`config.mk`:
```
export PLATFORM = sky130hd
export DESIGN_NAME = qsg_mgmt_regs
export DESIGN_NICKNAME = d
export VERILOG_FILES = /design/src/qsg_mgmt_pkg.sv /design/src/qsg_mgmt_regs.sv /design/src/qsg_sync.sv /design/src/qsg_ctrl_reg.sv
export VERILOG_INCLUDE_DIRS = /design/src
export SDC_FILE = /design/constraint.sdc
export NUM_CORES = 1
export LEC_CHECK = 0
export BUFFER_PORTS_ARGS = -buffer_cell sky130_fd_sc_hd__buf_2
export CORE_ASPECT_RATIO = 1.25
export CORE_MARGIN = 2
export CORE_UTILIZATION = 38
export CTS_BUF_LIST = sky130_fd_sc_hd__clkbuf_16
export DETAILED_ROUTE_END_ITERATION = 12
export SLEW_MARGIN = 40
export SYNTH_ARGS = -nofsm -noshare
export SYNTH_HDL_FRONTEND = slang
export SYNTH_SLANG_ARGS = --single-unit
```
`constraint.sdc`:
```
create_clock -name core_clk_i -period 2.18 [get_ports core_clk_i]
set_clock_uncertainty 0.05 [all_clocks]
set_input_delay 0.218 -clock core_clk_i [delete_from_list [all_inputs] [get_ports core_clk_i]]
set_output_delay 0.218 -clock core_clk_i [all_outputs]
set_load 0.02 [all_outputs]
```
`src/qsg_mgmt_params.svh`:
```
// constants for the per-channel management register bank
// assumes inclusion by qsg_mgmt_regs and qsg_ctrl_reg, not by the package or qsg_sync
`ifndef QSG_MGMT_PARAMS_SVH
`define QSG_MGMT_PARAMS_SVH

// register addresses
`define QSG_REG_CTRL 5'h00
`define QSG_REG_STATUS 5'h01
`define QSG_REG_ID_HI 5'h02
`define QSG_REG_ID_LO 5'h03
`define QSG_REG_ADV 5'h04
`define QSG_REG_PARTNER 5'h05
`define QSG_REG_EXPAN 5'h06
`define QSG_REG_NP_TX 5'h07
`define QSG_REG_NP_RX 5'h08
`define QSG_REG_EXT 5'h0f
`define QSG_REG_IRQ 5'h10
`define QSG_REG_GENERIC 5'h12

// control register field positions
`define QSG_B_RESET 15
`define QSG_B_RSVD14 14
`define QSG_B_SPEED_LSB 13
`define QSG_B_AN_EN 12
`define QSG_B_PDOWN 11
`define QSG_B_ISOLATE 10
`define QSG_B_RESTART 9
`define QSG_B_DUPLEX 8
`define QSG_B_COLTEST 7
`define QSG_B_SPEED_MSB 6
`define QSG_B_UNIDIR 5

// control register reset and fixed values
`define QSG_RST_RSVD14 1'b0
`define QSG_RST_AN_EN 1'b1
`define QSG_RST_B11 1'b0
`define QSG_RST_ISOLATE 1'b1
`define QSG_RST_UNIDIR 1'b0
`define QSG_FIX_SPEED_LSB 1'b0
`define QSG_FIX_DUPLEX 1'b1
`define QSG_FIX_COLTEST 1'b0
`define QSG_FIX_SPEED_MSB 1'b1
`define QSG_FIX_LOW 5'h00

// writable register reset values
`define QSG_RST_ADV 16'h0000
`define QSG_RST_NP_TX 16'h0000
`define QSG_RST_IRQ 16'h0000
`define QSG_RST_GENERIC 16'h0000

// frame fields and timing
`define QSG_OP_WRITE 2'h1
`define QSG_OP_READ 2'h2
`define QSG_BCAST_PHYAD 5'h00
`define QSG_HDR_LAST 4'hb
`define QSG_DATA_LAST 4'hf
`define QSG_MOD_RST_CYCLES 8'h10

`endif

```
`src/qsg_mgmt_pkg.sv`:
```
// types shared by the management register bank
// assumes qsg_mgmt_params.svh is on the include path
package qsg_mgmt_pkg;

  typedef enum logic [2:0] {
    QSG_IDLE = 3'b000,
    QSG_START = 3'b001,
    QSG_HEAD = 3'b010,
    QSG_TA = 3'b011,
    QSG_DATA = 3'b100
  } qsg_fstate_t;

  typedef struct packed {
    logic module_reset;
    logic an_enable;
    logic isolate;
    logic power_down;
    logic an_restart;
    logic unidir;
  } qsg_ctrl_t;

  typedef struct packed {
    logic [15:0] advert;
    logic [15:0] np_tx;
    logic [15:0] irq_ctrl;
    logic [15:0] generic;
  } qsg_cfg_t;

  typedef struct packed {
    logic [15:0] status;
    logic [15:0] partner;
    logic [15:0] expansion;
    logic [15:0] np_rx;
    logic [15:0] ext_status;
  } qsg_stat_t;

endpackage

```
`src/qsg_mgmt_regs.sv`:
```
// per-channel management register bank reached over serial management pins
// assumes management clock well below core clock; status words synchronous
`timescale 1ns/1ps
`include "qsg_mgmt_params.svh"

// Overview of operation
// - frame register-address field selects the register
// - each channel has its own register set
// - undefined addresses read zero, ignore writes
// - decode addresses 0-8, 15, 16, 18
// - bit 15 resets module, then self-clears
// - reserved bit 14, and bit 11 on channels other than 0, store writes
// - bit 13 reads zero, bit 6 one
// - bit 12 enables auto-negotiation, default one
// - channel 0 bit 11 powers down, reset-only clear
// - bit 10 isolates client side, default one
// - bit 9 restarts auto-negotiation, self-clears
// - bit 8 reads one, full duplex
// - bit 7 reads zero, collision test off
// - bit 5 allows transmit without link
// - bits 4 to 0 read zero
// - register-address field is five bits wide
// - write frame stores sixteen data bits
// - read frame drives turnaround zero, then data
module qsg_mgmt_regs
  import qsg_mgmt_pkg::*;
#(
  parameter int NCH = 4,
  parameter logic [15:0] ID_HI = 16'h1234, // arbitrary identity value
  parameter logic [15:0] ID_LO = 16'h5678 // arbitrary identity value
) (
  input wire logic core_clk_i,
  input wire logic nrst_i,
  input wire logic [NCH-1:0] mdc_i,
  input wire logic [NCH-1:0] mdio_i,
  output logic [NCH-1:0] mdio_o,
  output logic [NCH-1:0] mdio_oe_o,
  input wire logic [NCH-1:0][4:0] phyad_i,
  input qsg_stat_t [NCH-1:0] stat_i,
  output qsg_ctrl_t [NCH-1:0] ctrl_o,
  output qsg_cfg_t [NCH-1:0] cfg_o,
  output logic [NCH-1:0] status_read_o
);

  logic [NCH-1:0] mdc_s;
  logic [NCH-1:0] mdio_s;

  // read multiplexer shared by every channel
  function automatic logic [15:0] rd_mux(
    input logic [4:0] regad,
    input logic [15:0] ctrl_rd,
    input qsg_cfg_t cfg,
    input qsg_stat_t st
  );
    logic [15:0] r;
    r = 16'h0000;
    unique case (regad)
      `QSG_REG_CTRL: r = ctrl_rd;
      `QSG_REG_STATUS: r = st.status;
      `QSG_REG_ID_HI: r = ID_HI;
      `QSG_REG_ID_LO: r = ID_LO;
      `QSG_REG_ADV: r = cfg.advert;
      `QSG_REG_PARTNER: r = st.partner;
      `QSG_REG_EXPAN: r = st.expansion;
      `QSG_REG_NP_TX: r = cfg.np_tx;
      `QSG_REG_NP_RX: r = st.np_rx;
      `QSG_REG_EXT: r = st.ext_status;
      `QSG_REG_IRQ: r = cfg.irq_ctrl;
      `QSG_REG_GENERIC: r = cfg.generic;
      default: r = 16'h0000;
    endcase
    return r;
  endfunction

  // pins from the management master are asynchronous to the core
  qsg_sync #(
    .WIDTH(2 * NCH)
  ) u_sync (
    .core_clk_i(core_clk_i),
    .nrst_i(nrst_i),
    .async_i({mdc_i, mdio_i}),
    .sync_o({mdc_s, mdio_s})
  );

  for (genvar ch = 0; ch < NCH; ch++) begin : g_ch
    logic mdc_d_q;
    logic rise;
    logic bit_in;
    qsg_fstate_t state_q;
    logic [3:0] cnt_q;
    logic [11:0] hdr_q;
    logic [15:0] sh_q;
    logic one_q;
    logic rd_q;
    logic hit_q;
    logic [4:0] regad_q;
    logic wr_q;
    logic [4:0] wreg_q;
    logic [15:0] wdat_q;
    logic [15:0] ctrl_rd;
    logic ctrl_wr;
    logic [4:0] hdr_reg;
    logic [4:0] hdr_phy;
    logic [1:0] hdr_op;
    logic hdr_hit;
    qsg_cfg_t cfg_q;

    assign rise = mdc_s[ch] & ~mdc_d_q;
    assign bit_in = mdio_s[ch];
    // header seen on its last bit: op, phy address, register address
    assign hdr_op = hdr_q[10:9];
    assign hdr_phy = hdr_q[8:4];
    assign hdr_reg = {hdr_q[3:0], bit_in};
    assign hdr_hit = (hdr_phy == phyad_i[ch]) ||
                     (hdr_phy == `QSG_BCAST_PHYAD);
    assign ctrl_wr = wr_q && (wreg_q == `QSG_REG_CTRL);

    always_ff @(posedge core_clk_i or negedge nrst_i) begin
      if (!nrst_i) begin
        mdc_d_q <= 1'b0;
      end else begin
        mdc_d_q <= mdc_s[ch];
      end
    end

    // frame sequencer, advanced on each rising management clock
    always_ff @(posedge core_clk_i or negedge nrst_i) begin
      if (!nrst_i) begin
        state_q <= QSG_IDLE;
        cnt_q <= 4'h0;
        hdr_q <= 12'h000;
        one_q <= 1'b0;
        rd_q <= 1'b0;
        hit_q <= 1'b0;
        regad_q <= 5'h00;
      end else if (rise) begin
        unique case (state_q)
          QSG_IDLE: begin
            one_q <= bit_in;
            if (!bit_in && one_q) begin
              state_q <= QSG_START;
            end
          end
          QSG_START: begin
            one_q <= bit_in;
            cnt_q <= 4'h0;
            state_q <= bit_in ? QSG_HEAD : QSG_IDLE;
          end
          QSG_HEAD: begin
            hdr_q <= {hdr_q[10:0], bit_in};
            cnt_q <= cnt_q + 4'h1;
            if (cnt_q == `QSG_HDR_LAST) begin
              regad_q <= hdr_reg;
              rd_q <= (hdr_op == `QSG_OP_READ);
              hit_q <= hdr_hit && ((hdr_op == `QSG_OP_READ) ||
                                   (hdr_op == `QSG_OP_WRITE));
              cnt_q <= 4'h0;
              state_q <= QSG_TA;
            end
          end
          QSG_TA: begin
            cnt_q <= cnt_q + 4'h1;
            if (cnt_q == 4'h1) begin
              cnt_q <= 4'h0;
              state_q <= QSG_DATA;
            end
          end
          QSG_DATA: begin
            cnt_q <= cnt_q + 4'h1;
            if (cnt_q == `QSG_DATA_LAST) begin
              cnt_q <= 4'h0;
              one_q <= 1'b0;
              state_q <= QSG_IDLE;
            end
          end
        endcase
      end
    end

    // data shifter: read word loaded at header end, write word collected
    always_ff @(posedge core_clk_i or negedge nrst_i) begin
      if (!nrst_i) begin
        sh_q <= 16'h0000;
      end else if (rise) begin
        if (state_q == QSG_HEAD && cnt_q == `QSG_HDR_LAST) begin
          sh_q <= rd_mux(hdr_reg, ctrl_rd, cfg_q, stat_i[ch]);
        end else if (state_q == QSG_TA && cnt_q == 4'h1 && rd_q) begin
          sh_q <= {sh_q[14:0], 1'b0};
        end else if (state_q == QSG_DATA) begin
          sh_q <= rd_q ? {sh_q[14:0], 1'b0} : {sh_q[14:0], bit_in};
        end
      end
    end

    // pin driver: zero in second turnaround bit, then sixteen data bits
    always_ff @(posedge core_clk_i or negedge nrst_i) begin
      if (!nrst_i) begin
        mdio_o[ch] <= 1'b0;
        mdio_oe_o[ch] <= 1'b0;
      end else if (rise && rd_q && hit_q) begin
        if (state_q == QSG_TA && cnt_q == 4'h0) begin
          mdio_o[ch] <= 1'b0;
          mdio_oe_o[ch] <= 1'b1;
        end else if (state_q == QSG_TA) begin
          mdio_o[ch] <= sh_q[15];
        end else if (state_q == QSG_DATA) begin
          mdio_o[ch] <= sh_q[15];
          if (cnt_q == `QSG_DATA_LAST) begin
            mdio_o[ch] <= 1'b0;
            mdio_oe_o[ch] <= 1'b0;
          end
        end
      end else if (rise && state_q != QSG_TA && state_q != QSG_DATA) begin
        mdio_oe_o[ch] <= 1'b0;
      end
    end

    // write strobe raised once the last data bit is in
    always_ff @(posedge core_clk_i or negedge nrst_i) begin
      if (!nrst_i) begin
        wr_q <= 1'b0;
        wreg_q <= 5'h00;
        wdat_q <= 16'h0000;
      end else begin
        wr_q <= rise && state_q == QSG_DATA && cnt_q == `QSG_DATA_LAST &&
                !rd_q && hit_q;
        if (rise && state_q == QSG_DATA && cnt_q == `QSG_DATA_LAST) begin
          wreg_q <= regad_q;
          wdat_q <= {sh_q[14:0], bit_in};
        end
      end
    end

    // status register read notice for read-clearing bits held elsewhere
    always_ff @(posedge core_clk_i or negedge nrst_i) begin
      if (!nrst_i) begin
        status_read_o[ch] <= 1'b0;
      end else begin
        status_read_o[ch] <= rise && state_q == QSG_HEAD &&
                             cnt_q == `QSG_HDR_LAST && hdr_hit &&
                             hdr_op == `QSG_OP_READ &&
                             hdr_reg == `QSG_REG_STATUS;
      end
    end

    // writable registers other than control; others ignore writes
    always_ff @(posedge core_clk_i or negedge nrst_i) begin
      if (!nrst_i) begin
        cfg_q.advert <= `QSG_RST_ADV;
        cfg_q.np_tx <= `QSG_RST_NP_TX;
        cfg_q.irq_ctrl <= `QSG_RST_IRQ;
        cfg_q.generic <= `QSG_RST_GENERIC;
      end else if (wr_q) begin
        unique case (wreg_q)
          `QSG_REG_ADV: cfg_q.advert <= wdat_q;
          `QSG_REG_NP_TX: cfg_q.np_tx <= wdat_q;
          `QSG_REG_IRQ: cfg_q.irq_ctrl <= wdat_q;
          `QSG_REG_GENERIC: cfg_q.generic <= wdat_q;
          default: cfg_q.generic <= cfg_q.generic;
        endcase
      end
    end

    assign cfg_o[ch] = cfg_q;

    // bits 13, 8, 7, 6 and 4:0 are fixed inside the control register
    qsg_ctrl_reg #(
      .HAS_PDOWN(ch == 0)
    ) u_ctrl (
      .core_clk_i(core_clk_i),
      .nrst_i(nrst_i),
      .wr_i(ctrl_wr),
      .wdata_i(wdat_q),
      .rdata_o(ctrl_rd),
      .ctrl_o(ctrl_o[ch])
    );
  end

endmodule // qsg_mgmt_regs

```
`src/qsg_sync.sv`:
```
// two-flop synchroniser for a vector of independent levels
// assumes each bit is a slow level or a pin, not a multi-bit word
`timescale 1ns/1ps
module qsg_sync #(
  parameter int WIDTH = 2
) (
  input wire logic core_clk_i,
  input wire logic nrst_i,
  input wire logic [WIDTH-1:0] async_i,
  output logic [WIDTH-1:0] sync_o
);

  logic [WIDTH-1:0] meta_q;

  for (genvar i = 0; i < WIDTH; i++) begin : g_bit
    always_ff @(posedge core_clk_i or negedge nrst_i) begin
      if (!nrst_i) begin
        meta_q[i] <= 1'b0;
        sync_o[i] <= 1'b0;
      end else begin
        meta_q[i] <= async_i[i];
        sync_o[i] <= meta_q[i];
      end
    end
  end

endmodule // qsg_sync

```
`src/qsg_ctrl_reg.sv`:
```
// control register of one channel with module reset sequencing
// assumes write strobe and data come from the same clock domain
`timescale 1ns/1ps
`include "qsg_mgmt_params.svh"
module qsg_ctrl_reg
  import qsg_mgmt_pkg::*;
#(
  parameter bit HAS_PDOWN = 1'b0
) (
  input wire logic core_clk_i,
  input wire logic nrst_i,
  input wire logic wr_i,
  input wire logic [15:0] wdata_i,
  output logic [15:0] rdata_o,
  output qsg_ctrl_t ctrl_o
);

  logic rst_q;
  logic [7:0] rst_cnt_q;
  logic rsvd14_q;
  logic an_en_q;
  logic b11_q;
  logic iso_q;
  logic restart_q;
  logic unidir_q;

  // module reset held for a fixed count, then bit 15 clears
  always_ff @(posedge core_clk_i or negedge nrst_i) begin
    if (!nrst_i) begin
      rst_q <= 1'b0;
      rst_cnt_q <= 8'h00;
    end else if (rst_q) begin
      rst_cnt_q <= rst_cnt_q - 8'h01;
      if (rst_cnt_q == 8'h00) begin
        rst_q <= 1'b0;
      end
    end else if (wr_i && wdata_i[`QSG_B_RESET]) begin
      rst_q <= 1'b1;
      rst_cnt_q <= `QSG_MOD_RST_CYCLES - 8'h01;
    end
  end

  // writable fields; module reset forces defaults
  always_ff @(posedge core_clk_i or negedge nrst_i) begin
    if (!nrst_i) begin
      rsvd14_q <= `QSG_RST_RSVD14;
      an_en_q <= `QSG_RST_AN_EN;
      iso_q <= `QSG_RST_ISOLATE;
      unidir_q <= `QSG_RST_UNIDIR;
    end else if (rst_q) begin
      rsvd14_q <= `QSG_RST_RSVD14;
      an_en_q <= `QSG_RST_AN_EN;
      iso_q <= `QSG_RST_ISOLATE;
      unidir_q <= `QSG_RST_UNIDIR;
    end else if (wr_i) begin
      rsvd14_q <= wdata_i[`QSG_B_RSVD14];
      an_en_q <= wdata_i[`QSG_B_AN_EN];
      iso_q <= wdata_i[`QSG_B_ISOLATE];
      unidir_q <= wdata_i[`QSG_B_UNIDIR];
    end
  end

  // bit 11: sticky power down on channel 0, plain storage elsewhere
  always_ff @(posedge core_clk_i or negedge nrst_i) begin
    if (!nrst_i) begin
      b11_q <= `QSG_RST_B11;
    end else if (rst_q) begin
      b11_q <= `QSG_RST_B11;
    end else if (wr_i) begin
      if (HAS_PDOWN) begin
        b11_q <= b11_q | wdata_i[`QSG_B_PDOWN];
      end else begin
        b11_q <= wdata_i[`QSG_B_PDOWN];
      end
    end
  end

  // restart is a one-cycle self-clearing bit
  always_ff @(posedge core_clk_i or negedge nrst_i) begin
    if (!nrst_i) begin
      restart_q <= 1'b0;
    end else begin
      restart_q <= wr_i && !rst_q && wdata_i[`QSG_B_RESTART];
    end
  end

  // constant bits are wired, never stored
  assign rdata_o = {rst_q, rsvd14_q, `QSG_FIX_SPEED_LSB, an_en_q, b11_q,
                    iso_q, restart_q, `QSG_FIX_DUPLEX, `QSG_FIX_COLTEST,
                    `QSG_FIX_SPEED_MSB, unidir_q, `QSG_FIX_LOW};

  assign ctrl_o.module_reset = rst_q;
  assign ctrl_o.an_enable = an_en_q;
  assign ctrl_o.isolate = iso_q;
  assign ctrl_o.power_down = HAS_PDOWN ? b11_q : 1'b0;
  assign ctrl_o.an_restart = restart_q;
  assign ctrl_o.unidir = unidir_q;

endmodule // qsg_ctrl_reg

```
### Yosys cells after proc, flatten, opt, wreduce, memory -nomap -nowiden

Cells that the tools add are included.

* flip-flop bits (word level): 604
* input port bits: 350
* output and inout port bits: 292
* word-level logic and storage cells: 657

* $add $sub $neg: 8
* eq/ne operators: 136
* mux-type cells: 164
* bitwise gates (word level): 9
* reduce and logical (&&, ||, !) cells: 216

Operators by type and width (count)
* 16-bit one-hot mux with 12 select lines: 4
* 16-bit 2-to-1 mux: 12
* 5-bit by 3-bit equality test with 1-bit output, second input constant: 24
* 1-bit 2-to-1 mux: 96
* 1-bit logical AND: 92
* 5-bit equality test, second input constant: 16
* 8-bit 2-to-1 mux: 8
* 4-bit one-hot mux with 4 select lines: 4
* 2-bit AND reduction: 32
* 5-bit logical NOT: 12
* 3-bit one-hot mux with 5 select lines: 4
* 3-bit 2-to-1 mux: 16
* 4-bit 2-to-1 mux: 12
* 3-bit by 2-bit inequality test with 1-bit output, second input constant: 14
* 5-bit by 2-bit equality test with 1-bit output, second input constant: 8
* 5-bit by 4-bit equality test with 1-bit output, second input constant: 8
* 4-bit equality test, second input constant: 8
* 8-bit logical NOT: 4
* 2-bit nonzero test: 16
* 8-bit by 1-bit subtractor with 8-bit output, second input constant: 4
* 2-bit inequality test, second input constant: 15
* 3-bit by 2-bit equality test with 1-bit output, second input constant: 8
* 3-bit AND reduction: 8
* 3-bit nonzero test: 8
* other kinds (24): 100

### Depth between registers and ports, before layout

Gate-level depths: netlist of run 1.

* depth in word-level cells: 7
* gate-level depth with buffers: 9
* mapped depth without buffers: 7

### Modules after synthesis

From an unflattened synthesis of run 1, not the netlist that was laid out.

* cell total of the unflattened synthesis: 2808
* area, all modules: 31478.9 um^2

By module, submodules not included
* qsg_mgmt_regs: instances 1, cells an instance 2447, area each 27515.1 um^2
* qsg_ctrl_reg at g_ch[1].u_ctrl ...: instances 2, cells an instance 87, area each 897.1 um^2
* qsg_ctrl_reg at g_ch[0].u_ctrl: instances 1, cells an instance 87, area each 889.6 um^2
* qsg_ctrl_reg at g_ch[3].u_ctrl: instances 1, cells an instance 84, area each 879.6 um^2
* qsg_sync: instances 1, cells an instance 16, area each 400.4 um^2

### Worst setup path before layout of run 1

OpenSTA, ideal clock, no wires.

* path type: reg-to-reg
* from: register g_ch[2].cnt_q[0]
* to: register g_ch[2].rd_q
* arrival time: 1.817 ns
* required time: 2.002 ns
* slack: 0.185 ns
* cell stages (with the launch flop): 7
* path buffers: 2
* period minus slack after synthesis: 1.995 ns
* cell sequence: dfrtp_1 > ha_1 > nand3b_1 > or4_1 > clkbuf_1 > clkbuf_1 > mux2_1

* word-level cells in the longest chain between the ends: 2

Ends and longest elaborated chain
* start, declared: line qsg_mgmt_regs.sv:90 `logic [3:0] cnt_q;`
* start signal, assigned: line qsg_mgmt_regs.sv:151 `cnt_q <= cnt_q + 4'h1;`
* start signal, assigned: line qsg_mgmt_regs.sv:162 `cnt_q <= cnt_q + 4'h1;`
* start signal, assigned: line qsg_mgmt_regs.sv:169 `cnt_q <= cnt_q + 4'h1;`
* 4-bit equality test (no line)
* 3-bit AND reduction (no line)
* end signal, assigned: line qsg_mgmt_regs.sv:154 `` rd_q <= (hdr_op == `QSG_OP_READ); ``
* end, declared: line qsg_mgmt_regs.sv:94 `logic rd_q;`

Every way passes these cells.
A chain may end at the register's enable or synchronous reset.

### Worst setup path in the final report of run 1

* from: register g_ch[0].hdr_q[2]
* to: register g_ch[0].sh_q[2]

* word-level cells in the longest chain between the ends: 3

Ends and longest elaborated chain
* start, declared: line qsg_mgmt_regs.sv:91 `logic [11:0] hdr_q;`
* start signal, assigned: line qsg_mgmt_regs.sv:150 `hdr_q <= {hdr_q[10:0], bit_in};`
* 5-bit equality test, or another cell as far along: line qsg_mgmt_regs.sv:57 `unique case (regad)`
* 16-bit one-hot mux with 12 select lines (*): line qsg_mgmt_regs.sv:57
* 16-bit 2-to-1 mux (*): line qsg_mgmt_regs.sv:185 `` if (state_q == QSG_HEAD && cnt_q == `QSG_HDR_LAST) begin ``
* end signal, assigned: line qsg_mgmt_regs.sv:186 `sh_q <= rd_mux(hdr_reg, ctrl_rd, cfg_q, stat_i[ch]);`
* end signal, assigned: line qsg_mgmt_regs.sv:188 `sh_q <= {sh_q[14:0], 1'b0};`
* end signal, assigned: line qsg_mgmt_regs.sv:190 `sh_q <= rd_q ? {sh_q[14:0], 1'b0} : {sh_q[14:0], bit_in};`
* end, declared: line qsg_mgmt_regs.sv:92 `logic [15:0] sh_q;`

Mark *: on every way between the ends. The rest lies on a longest branch, timed or not.

==> results.yml, run 1 <==
flow_run:
  cap_violations: 0
routing:
  drt.antenna.violating_nets: 0
  drtIter0Drc: 2283
  drt-vias-per-instance: 5.71
  route.detailed.drc: 0
  via_count: 26800
  wire_per_inst_um: 23.9
  routed_wl_um: 112000
  detail_route.first_pass.iterations: 9
floorplan:
  start_util_pct: 38.3
  die_x_um: 258
  die-area_um2: 82800
  rows: 116
  dieHeight_um: 321
  core-area_um2: 80000
  io_pins: 642
final_layout:
  area_delta_synth_final_pct: 29.6
  fillers: 7374
  utilization_pct: 49.6
  mostFrequentLayoutCells: "buf_2 (638), dfrtp_1 (585), mux2_2 (419), buf_4 (280), nand2_1 (165)"
  nets: 3951
  drive_above_1_share_pct: 43.1
  layout_commonest_cell: "buf_2"
  finalNonFillerCells: 4695
power:
  p_total_mw: 35.8
  power_density_nw_per_um2: 903
  p_leak_nw: 19.6
  vdd_ir_drop_max_mv: 0.815
place:
  dp_hpwl_um: 85300
  post-place-ws_ns: -0.117
  port_buffers: 638
  dp_cells: 4520
  place_congestion: 0.973
worst_setup_path:
  end_kind: "flip-flop"
  critPathKind: "reg2reg"
  cpPeakStageDelay_ns: 0.43
  crit_chain: "buf_6 > mux2_2 > a22o_1 > a222oi_1 > and4b_1 > o22ai_1"
  cp.required_ns: 2.62
  arrival_ns: 2.57
  cp-start-kind: "flip-flop"
  path_max_fanout: 22
  critPathSlowestCell: "dfrtp_1"
timing:
  final-setup-viol-count: 0
  min_period_ns: 2.13
  hold_violations: 0
  final_max_slew_viol_count: 0
  finalSetupTns_ns: 0
  timing.final.ws_setup_ns: 0.0493
  slew_headroom_pct: 60.9
  post-route-period-util_pct: 97.7
  fmax_ghz: 0.469
  worst_pin_slew_ns: 0.571
clock_network:
  numCtsBuffers: 68
  insertion_delay_ns: 0.63
  root_buffer: "clkbuf_16"
  clkTransAtPathRegs_ns: 0.06
  clockBufferDepth: 3
  cts_num_sinks: 604
  htree_levels: 3
  cts_tree: "built"
logic_synthesis:
  synth_flop_cell: "dfrtp_1"
  synth_seq_area_share_pct: 49.4
  ys_async_sr_fraction_pct: 100
  synth-edff-count: 0
  yosysUniqueCellTypes: 90
  synth_top_area_share_pct: 48.7
  yosysWarningCount: 0
  syn_area_per_cell_um2: 11.2
  yosysTopAreaCell: "dfrtp_1"
  synth_area_leaders: "dfrtp_1 (49%), mux2_2 (15%), nand2_1 (2.0%)"
  synth_cells: 2732
  synth_seq_cells: 604
  synth_area_um2: 30600
grt:
  grt_max_degree: 87
  first_global_vias: 27000
  antenna_found_initial: 1
  grt_usage_pct: 26.4
  grt_pass1_wl_um: 168000
  overflow: 0
worst_hold_path:
  hp-class: "in2reg"
status:
  status: "finished, final reports clean"
==> flip-flops by register name (all words and copies together), names as in the netlist, 8 cells and up <==
signal and cells:
g_ch.state_q 12, g_ch.u_ctrl.rst_cnt_q 32, u_sync.meta_q 8, g_ch.sh_q 64, g_ch.regad_q 20, u_sync.sync_o 8, g_ch.wdat_q 64, g_ch.wreg_q 20
g_ch.hdr_q 44, g_ch.cnt_q 16, cfg_o 256
==> path summary, 6_finish.rpt <==
check | start | to | slack (ns) | depth (start not counted)
max in group asynchronous | nrst_i | g_ch[1].u_ctrl.iso_q | 1.05 | 3
worst min-delay path | stat_i[29] | g_ch[0].sh_q[13] | 0.03 | 4
min in group asynchronous | nrst_i | cfg_o[192] | 0.10 | 2
worst max-delay path | g_ch[0].hdr_q[2] | g_ch[0].sh_q[2] | 0.05 | 6
worst max register to register | g_ch[0].hdr_q[2] | g_ch[0].sh_q[2] | 0.05 | 6
worst min register to register | u_sync.meta_q[4] | u_sync.sync_o[4] | 0.30 | 0
==> area by class of cell <==
class                      instances  area [µm²]  area share, %
sequential                       604       15100           38.2
clock buffer                      71        1780           4.48
inverter                          43         161          0.407
timing repair buffer             990        6260           15.8
tap                             1062        1330           3.35
multi-input combinational       1870       14400           36.4
antenna                            1        2.50        0.00631
clock inverter                    54         553           1.39
==> power by group <==
group          leakage [nW]  internal, mW  switching, mW
combinational          10.4          4.78           5.86
clock                  1.18          7.15           4.94
sequential             8.05          12.0           1.07
total                  19.6          23.9           11.9
==> synthesized netlist by cell type, drive strengths merged, types with 12 or more instances <==
| cell type | n |
|---|---|
| a2111oi | 19 |
| a21oi | 90 |
| a221o | 13 |
| a221oi | 34 |
| a222oi | 18 |
| a22o | 17 |
| a22oi | 66 |
| a31oi | 42 |
| a32o | 12 |
| a32oi | 24 |
| and2 | 25 |
| and3 | 65 |
| buf | 124 |
| clkbuf | 93 |
| dfrtp | 596 |
| ha | 24 |
| inv | 43 |
| mux2 | 420 |
| mux2i | 59 |
| nand2 | 166 |
| nand2b | 48 |
| nand3 | 66 |
| nand3b | 37 |
| nand4 | 12 |
| nor2 | 123 |
| nor2b | 36 |
| nor3 | 63 |
| nor3b | 19 |
| nor4b | 12 |
| o21ai | 91 |
| o22a | 15 |
| o22ai | 22 |
| o31ai | 17 |
| or3 | 14 |
| xnor2 | 12 |
| xor2 | 14 |
==> routing by layer <==
layer / wire, µm / part of all wire [%] / track usage, %
met1: 45700 / 41 / 33.5
met2: 54500 / 49 / 44.9
met3: 7270 / 6.5 / 4.11
met4: 4740 / 4.2 / 10.9
met5: 0 / 0 / 0
==> critical path: cells and delay by family, from the launching register on <==
kind,cells,cell delay [ns]
compound gates,3,0.56
buf+inv,1,0.27
flops,1,0.43
mux,1,0.40
simple gates,1,0.29
==> logic make-up after synthesis <==
logic type	count (synthesis)	share of synthesized area [%]
buffers and inverters	260	3.97
adders and majority gates	24	0.981
xor gates and xnor gates	26	0.744
AOI/OAI and AO/OA	583	13.8
other	1	0.0123
DFF	604	49.4
muxes	481	17.5
and+or+nand+nor	753	13.6
==> per-stage QoR <==
step,instance area (µm²),hold slack (ns)
floorplan,30600,-0.128
global placement,36700,0.165
detailed placement,36700,0.164
CTS,39500,0.00205
global route,39700,0.0273
finish,39700,0.0343
==> what timing repair did <==
action | CTS | global route
setup buffers | 0 | 3
gates cloned | 0 | 1
setup endpoints to repair | 7 | 66
hold buffers | 45 | 0
resized for setup | 6 | 46
endpoints found under the hold margin | 322 | 0
pin swaps | 0 | 2
Power figures use the tool's default switching activity.
==> inputs of run 2 (changes only) <==
--- a/config.mk
+++ b/config.mk
@@ -12,6 +12,7 @@
 export CORE_UTILIZATION = 38
 export CTS_BUF_LIST = sky130_fd_sc_hd__clkbuf_16
 export DETAILED_ROUTE_END_ITERATION = 12
+export HOLD_SLACK_MARGIN = 0.15
 export SLEW_MARGIN = 40
 export SYNTH_ARGS = -nofsm -noshare
 export SYNTH_HDL_FRONTEND = slang
==> results.yml, run 2 (synthesis gave the netlist of run 1 again) <==
grt:
  grt_usage_pct: 26.8
  grt_max_degree: 87
  first_global_vias: 27700
  overflow: 0
  antenna_found_initial: 1
  grt_pass1_wl_um: 171000
clock_network:
  cts_tree: "built"
  clockBufferDepth: 3
  numCtsBuffers: 68
  cts_num_sinks: 604
  insertion_delay_ns: 0.63
  htree_levels: 3
  root_buffer: "clkbuf_16"
  clkTransAtPathRegs_ns: 0.06
place:
  dp_hpwl_um: 85300
  port_buffers: 638
  place_congestion: 0.973
  post-place-ws_ns: -0.117
power:
  p_sw_mw: 12.0
  p_comb_share_pct: 30.3
  clockPowerShare_pct: 33.5
  p_sw_share_pct: 33.1
  p_total_mw: 36.1
  p_seq_share_pct: 36.2
  power_density_nw_per_um2: 878
  p_leak_nw: 20.2
  p_int_mw: 24.2
  vdd_ir_drop_max_mv: 0.816
routing:
  drt-vias-per-instance: 5.64
  via_count: 27300
  drt.antenna.violating_nets: 0
  route.detailed.drc: 0
  drtIter0Drc: 2354
  routed_wl_um: 114000
  wire_per_inst_um: 23.5
  detail_route.first_pass.iterations: 7
worst_setup_path:
  end_kind: "flip-flop"
  critPathKind: "reg2reg"
  reg2reg_depth: 6
  cp-start-kind: "flip-flop"
  path_delay_family: "compound AO/OA/AOI/OAI gates"
  cpPeakStageDelay_ns: 0.44
  crit_chain: "buf_6 > mux2_2 > a22o_1 > a222oi_1 > and4b_1 > o22ai_1"
  cp.required_ns: 2.61
  critPathSlowestCell: "dfrtp_1"
  worst-path-buf-inv: 1
  arrival_ns: 2.57
  path_max_fanout: 22
  cp_num_cells: 6
final_layout:
  area_delta_synth_final_pct: 34.5
  largest_register_ffs: 256
  utilization_pct: 51.5
  drive_above_1_share_pct: 41.4
  layout_commonest_cell: "buf_2"
  fillers: 7167
  mostFrequentLayoutCells: "buf_2 (638), dfrtp_1 (585), mux2_2 (419), buf_4 (280), dlygate4sd3_1 (192)"
  nets: 4099
timing:
  final-setup-viol-count: 0
  hold_violations: 0
  final_max_slew_viol_count: 0
  slew_headroom_pct: 59.3
  post-route-period-util_pct: 97.9
  finalSetupTns_ns: 0
  fmax_ghz: 0.469
  timing.final.ws_setup_ns: 0.0460
  min_period_ns: 2.13
  holdWs_ns: 0.188
  worst_pin_slew_ns: 0.605
worst_hold_path:
  holdPathStages: 5
  hp-class: "in2reg"
status:
  status: "finished, final reports clean"
floorplan:
  dieHeight_um: 321
  rows: 116
  die_x_um: 258
  start_util_pct: 38.3
  io_pins: 642
  core-area_um2: 80000
  die-area_um2: 82800
flow_run:
  cap_violations: 0
## run 2: cell count changes in the layout (fill, tap and decap cells not counted)
cell / delta
and3_1: -1
and3_2: +1
buf_12: +1
dlygate4sd3_1: +147
## run 2: power by group through the flow
stage	combinational [mW]	clock [mW]	sequential, mW
after floorplan	6.04	0	12.6
after global placement	10.2	0	13.2
after detailed placement	10.2	0	13.2
after CTS	10.7	12.3	13.0
after global routing	11.7	12.8	13.2
final	10.9	12.1	13.1
## run 2: what timing repair did
item / CTS / global route
buffers inserted: 0 / 3
endpoints found under the hold margin: 670 / 0
resized for setup: 6 / 47
setup endpoints to repair: 7 / 66
pin swaps: 0 / 2
cloned: 0 / 1
hold buffers: 193 / 0
## run 2: path summary, 6_finish.rpt
| kind | start | to | slack (ns) |
|---|---|---|---|
| setup / recovery | g_ch[0].hdr_q[2] | g_ch[0].sh_q[2] | 0.05 |
| hold / removal | stat_i[57] | g_ch[0].sh_q[9] | 0.19 |
| setup reg to reg | g_ch[0].hdr_q[2] | g_ch[0].sh_q[2] | 0.05 |
| min in group asynchronous | nrst_i | g_ch[0].wdat_q[10] | 0.61 |
| max in group asynchronous | nrst_i | g_ch[1].u_ctrl.an_en_q | 0.66 |
| hold reg to reg | u_sync.meta_q[4] | u_sync.sync_o[4] | 0.30 |
## run 2: layout make-up
class	instances	area [µm²]	area share (%)
inverters	43	161	0.392
repair buffers	1138	7750	18.8
well taps	1062	1330	3.23
flip-flops and latches	604	15100	36.8
clock inverters	54	553	1.34
multi-input cells	1870	14400	35.1
clock buffers	71	1780	4.32
diodes	1	2.50	0.00608
## run 2: per-layer routing
metal / vias to the layer above / global-route usage, % / routed length [µm]
li1: 12200 / - / -
met1: 13600 / 33.5 / 45600
met2: 1249 / 45.8 / 55500
met3: 288 / 4.43 / 7860
met4: 0 / 11.5 / 4930
met5: - / 0 / 0
## run 2: metrics by stage
step / instance area (µm²) / cells
after CTS: 41000 / 4838
after global placement: 36700 / 4520
after global routing: 41200 / 4843
after detailed placement: 36700 / 4520
final: 41200 / 4843
after floorplan: 30600 / 2734
## run 2: tightest hold or removal path: stages
cell and delay, ns:
buf_2 0.07, and3_1 0.14, a2111oi_1 0.06, a31oi_1 0.18
o22a_1 0.14
==> inputs of run 3 (changes only) <==
--- a/config.mk
+++ b/config.mk
@@ -7,13 +7,16 @@
 export NUM_CORES = 1
 export LEC_CHECK = 0
 export BUFFER_PORTS_ARGS = -buffer_cell sky130_fd_sc_hd__buf_2
+export CELL_PAD_IN_SITES_DETAIL_PLACEMENT = 2
+export CELL_PAD_IN_SITES_GLOBAL_PLACEMENT = 2
 export CORE_ASPECT_RATIO = 1.25
 export CORE_MARGIN = 2
-export CORE_UTILIZATION = 38
+export CORE_UTILIZATION = 36
 export CTS_BUF_LIST = sky130_fd_sc_hd__clkbuf_16
+export CTS_CLUSTER_SIZE = 8
 export DETAILED_ROUTE_END_ITERATION = 12
 export HOLD_SLACK_MARGIN = 0.15
-export SLEW_MARGIN = 40
+export PLACE_DENSITY_LB_ADDON = 0.1
 export SYNTH_ARGS = -nofsm -noshare
 export SYNTH_HDL_FRONTEND = slang
 export SYNTH_SLANG_ARGS = --single-unit
==> results.yml, run 3 (synthesis gave the netlist of run 1 again) <==
status:
  status: "finished, final reports clean"
grt:
  grt.met2_usage_pct: 58.3
  antenna_found_initial: 1
  grt_use_met3_pct: 4.06
  grt_max_degree: 80
  met1_usage_pct: 36.5
  top_usage_layer: "met2"
  overflow: 0
  first_global_vias: 32200
  grt_pass1_wl_um: 208000
  grt_usage_pct: 31.3
timing:
  rsz0062_at_grt: "true"
  final_max_slew_viol_count: 0
  worst_pin_slew_ns: 0.712
  post-route-period-util_pct: 98.8
  hold_violations: 0
  fmax_ghz: 0.464
  slew_headroom_pct: 52.4
  final-setup-viol-count: 0
  min_period_ns: 2.15
routing:
  via_count: 28200
  detail_route.first_pass.iterations: 6
  drt-vias-per-instance: 5.77
  wire_per_inst_um: 28.5
  drtIter0Drc: 1664
  routed_wl_um: 139000
  drt.antenna.violating_nets: 0
  route.detailed.drc: 0
worst_setup_path:
  critPathSlowestCell: "a2111oi_2"
  cp.required_ns: 2.65
  r2r_setup_slack_ns: 0.03
  path_max_fanout: 17
  critPathKind: "reg2reg"
  end_kind: "flip-flop"
  crit_chain: "buf_12 > nand2b_1 > nor4b_1 > a2111oi_2 > a31oi_4 > buf_4 > o22a_1"
  arrival_ns: 2.63
  cp-start-kind: "flip-flop"
  cpPeakStageDelay_ns: 0.55
  reg2reg_depth: 7
final_layout:
  antennaDiodeCount: 0
  design_area_um2: 41600
  largest_register_ffs: 256
  mostFrequentLayoutCells: "buf_2 (638), dfrtp_1 (579), mux2_2 (419), buf_4 (296), dlygate4sd3_1 (169)"
  nets: 4123
  finalNonFillerCells: 4884
  drive_above_1_share_pct: 43.0
  area_delta_synth_final_pct: 36.1
  layout_commonest_cell: "buf_2"
flow_run:
  cap_violations: 0
power:
  power_density_nw_per_um2: 898
  p_leak_nw: 20.6
  vdd_ir_drop_max_mv: 0.580
floorplan:
  start_util_pct: 36.3
  core-area_um2: 84300
  dieHeight_um: 330
  die_x_um: 265
  die-area_um2: 87400
  rows: 119
  io_pins: 642
clock_network:
  cts_num_sinks: 604
  root_buffer: "clkbuf_16"
  numCtsBuffers: 86
  clkTransAtPathRegs_ns: 0.06
  insertion_delay_ns: 0.64
  cts_tree: "built"
  htree_levels: 3
  clockBufferDepth: 3
place:
  dp_cells: 4562
  place_congestion: 0.933
  port_buffers: 638
  placed_cell_area_um2: 36900
  dp_hpwl_um: 101000
worst_hold_path:
  holdPathStages: 4
  hp-class: "in2reg"
[run 3: changes by cell type in the layout (fill, tap and decap cells not counted), moves of 8 or more]
cell / previous run / this run
a221oi_1: 34 / 26
a221oi_2: 0 / 8
buf_4: 280 / 296
bufinv_16: 10 / 0
clkbuf_16: 71 / 86
clkinv_1: 12 / 2
clkinv_2: 12 / 2
dlygate4sd3_1: 192 / 169
inv_1: 52 / 80
[run 3: power by group]
group | switching [mW] | internal, mW
Clock | 5.24 | 7.05
Sequential | 1.09 | 12.0
Combinational | 6.74 | 5.22
Total | 13.1 | 24.3
[run 3: path summary, 6_finish.rpt]
check,from,to
max,g_ch[2].hdr_q[0],g_ch[2].sh_q[0]
min,phyad_i[10],g_ch[2].hit_q
max reg2reg,g_ch[2].hdr_q[0],g_ch[2].sh_q[0]
min reg2reg,u_sync.meta_q[6],u_sync.sync_o[6]
max in group asynchronous,nrst_i,g_ch[1].sh_q[1]
min in group asynchronous,nrst_i,cfg_o[236]
[run 3: layout make-up]
cell class,instances,area [µm²]
fillers,8576,42600
flip-flops and latches,604,15100
multi-input cells,1870,14700
repair buffers,1144,7850
clock buffers,86,2150
well taps,1089,1360
clock inverters,48,251
inverters,43,161
[run 3: worst max-delay path: cells and delay by family (launching register included)]
kind	cells	cell delay, ns
AO/OA/AOI/OAI	3	0.86
buffers and inverters	2	0.37
AND/OR/NAND/NOR	2	0.27
flip-flops	1	0.49
[run 3: per-stage QoR]
step | hold slack, ns | setup WS [ns] | TNS (ns) | power [mW] | utilization [%]
after floorplan | -0.128 | 0.185 | 0 | 18.7 | -
after global routing | 0.159 | -0.127 | -0.285 | 39.0 | 49.4
final | 0.161 | 0.0261 | 0 | 37.4 | 49.4
after CTS | 0.151 | 0.00147 | 0 | 37.2 | 48.9
after detailed placement | 0.172 | -0.338 | -2.73 | 24.2 | 43.8
after global placement | 0.181 | -0.338 | -1.61 | 23.7 | 43.8
[run 3: per-layer routing]
layer  up-vias  part of all wire (%)
li1      12200                     -
met1     14700                    39
met2       946                    53
met3       311                   4.1
met4         0                   3.8
met5         -                     0
[run 3: repair_timing]
| item | 4_1_cts | 5_1_grt |
|---|---|---|
| pin swaps | 4 | 10 |
| hold buffers | 172 | 0 |
| cloned | 0 | 0 |
| hold endpoints to repair | 666 | 0 |
| setup buffers | 0 | 18 |
| endpoints found under the setup margin | 36 | 64 |
| gates resized for setup | 42 | 82 |
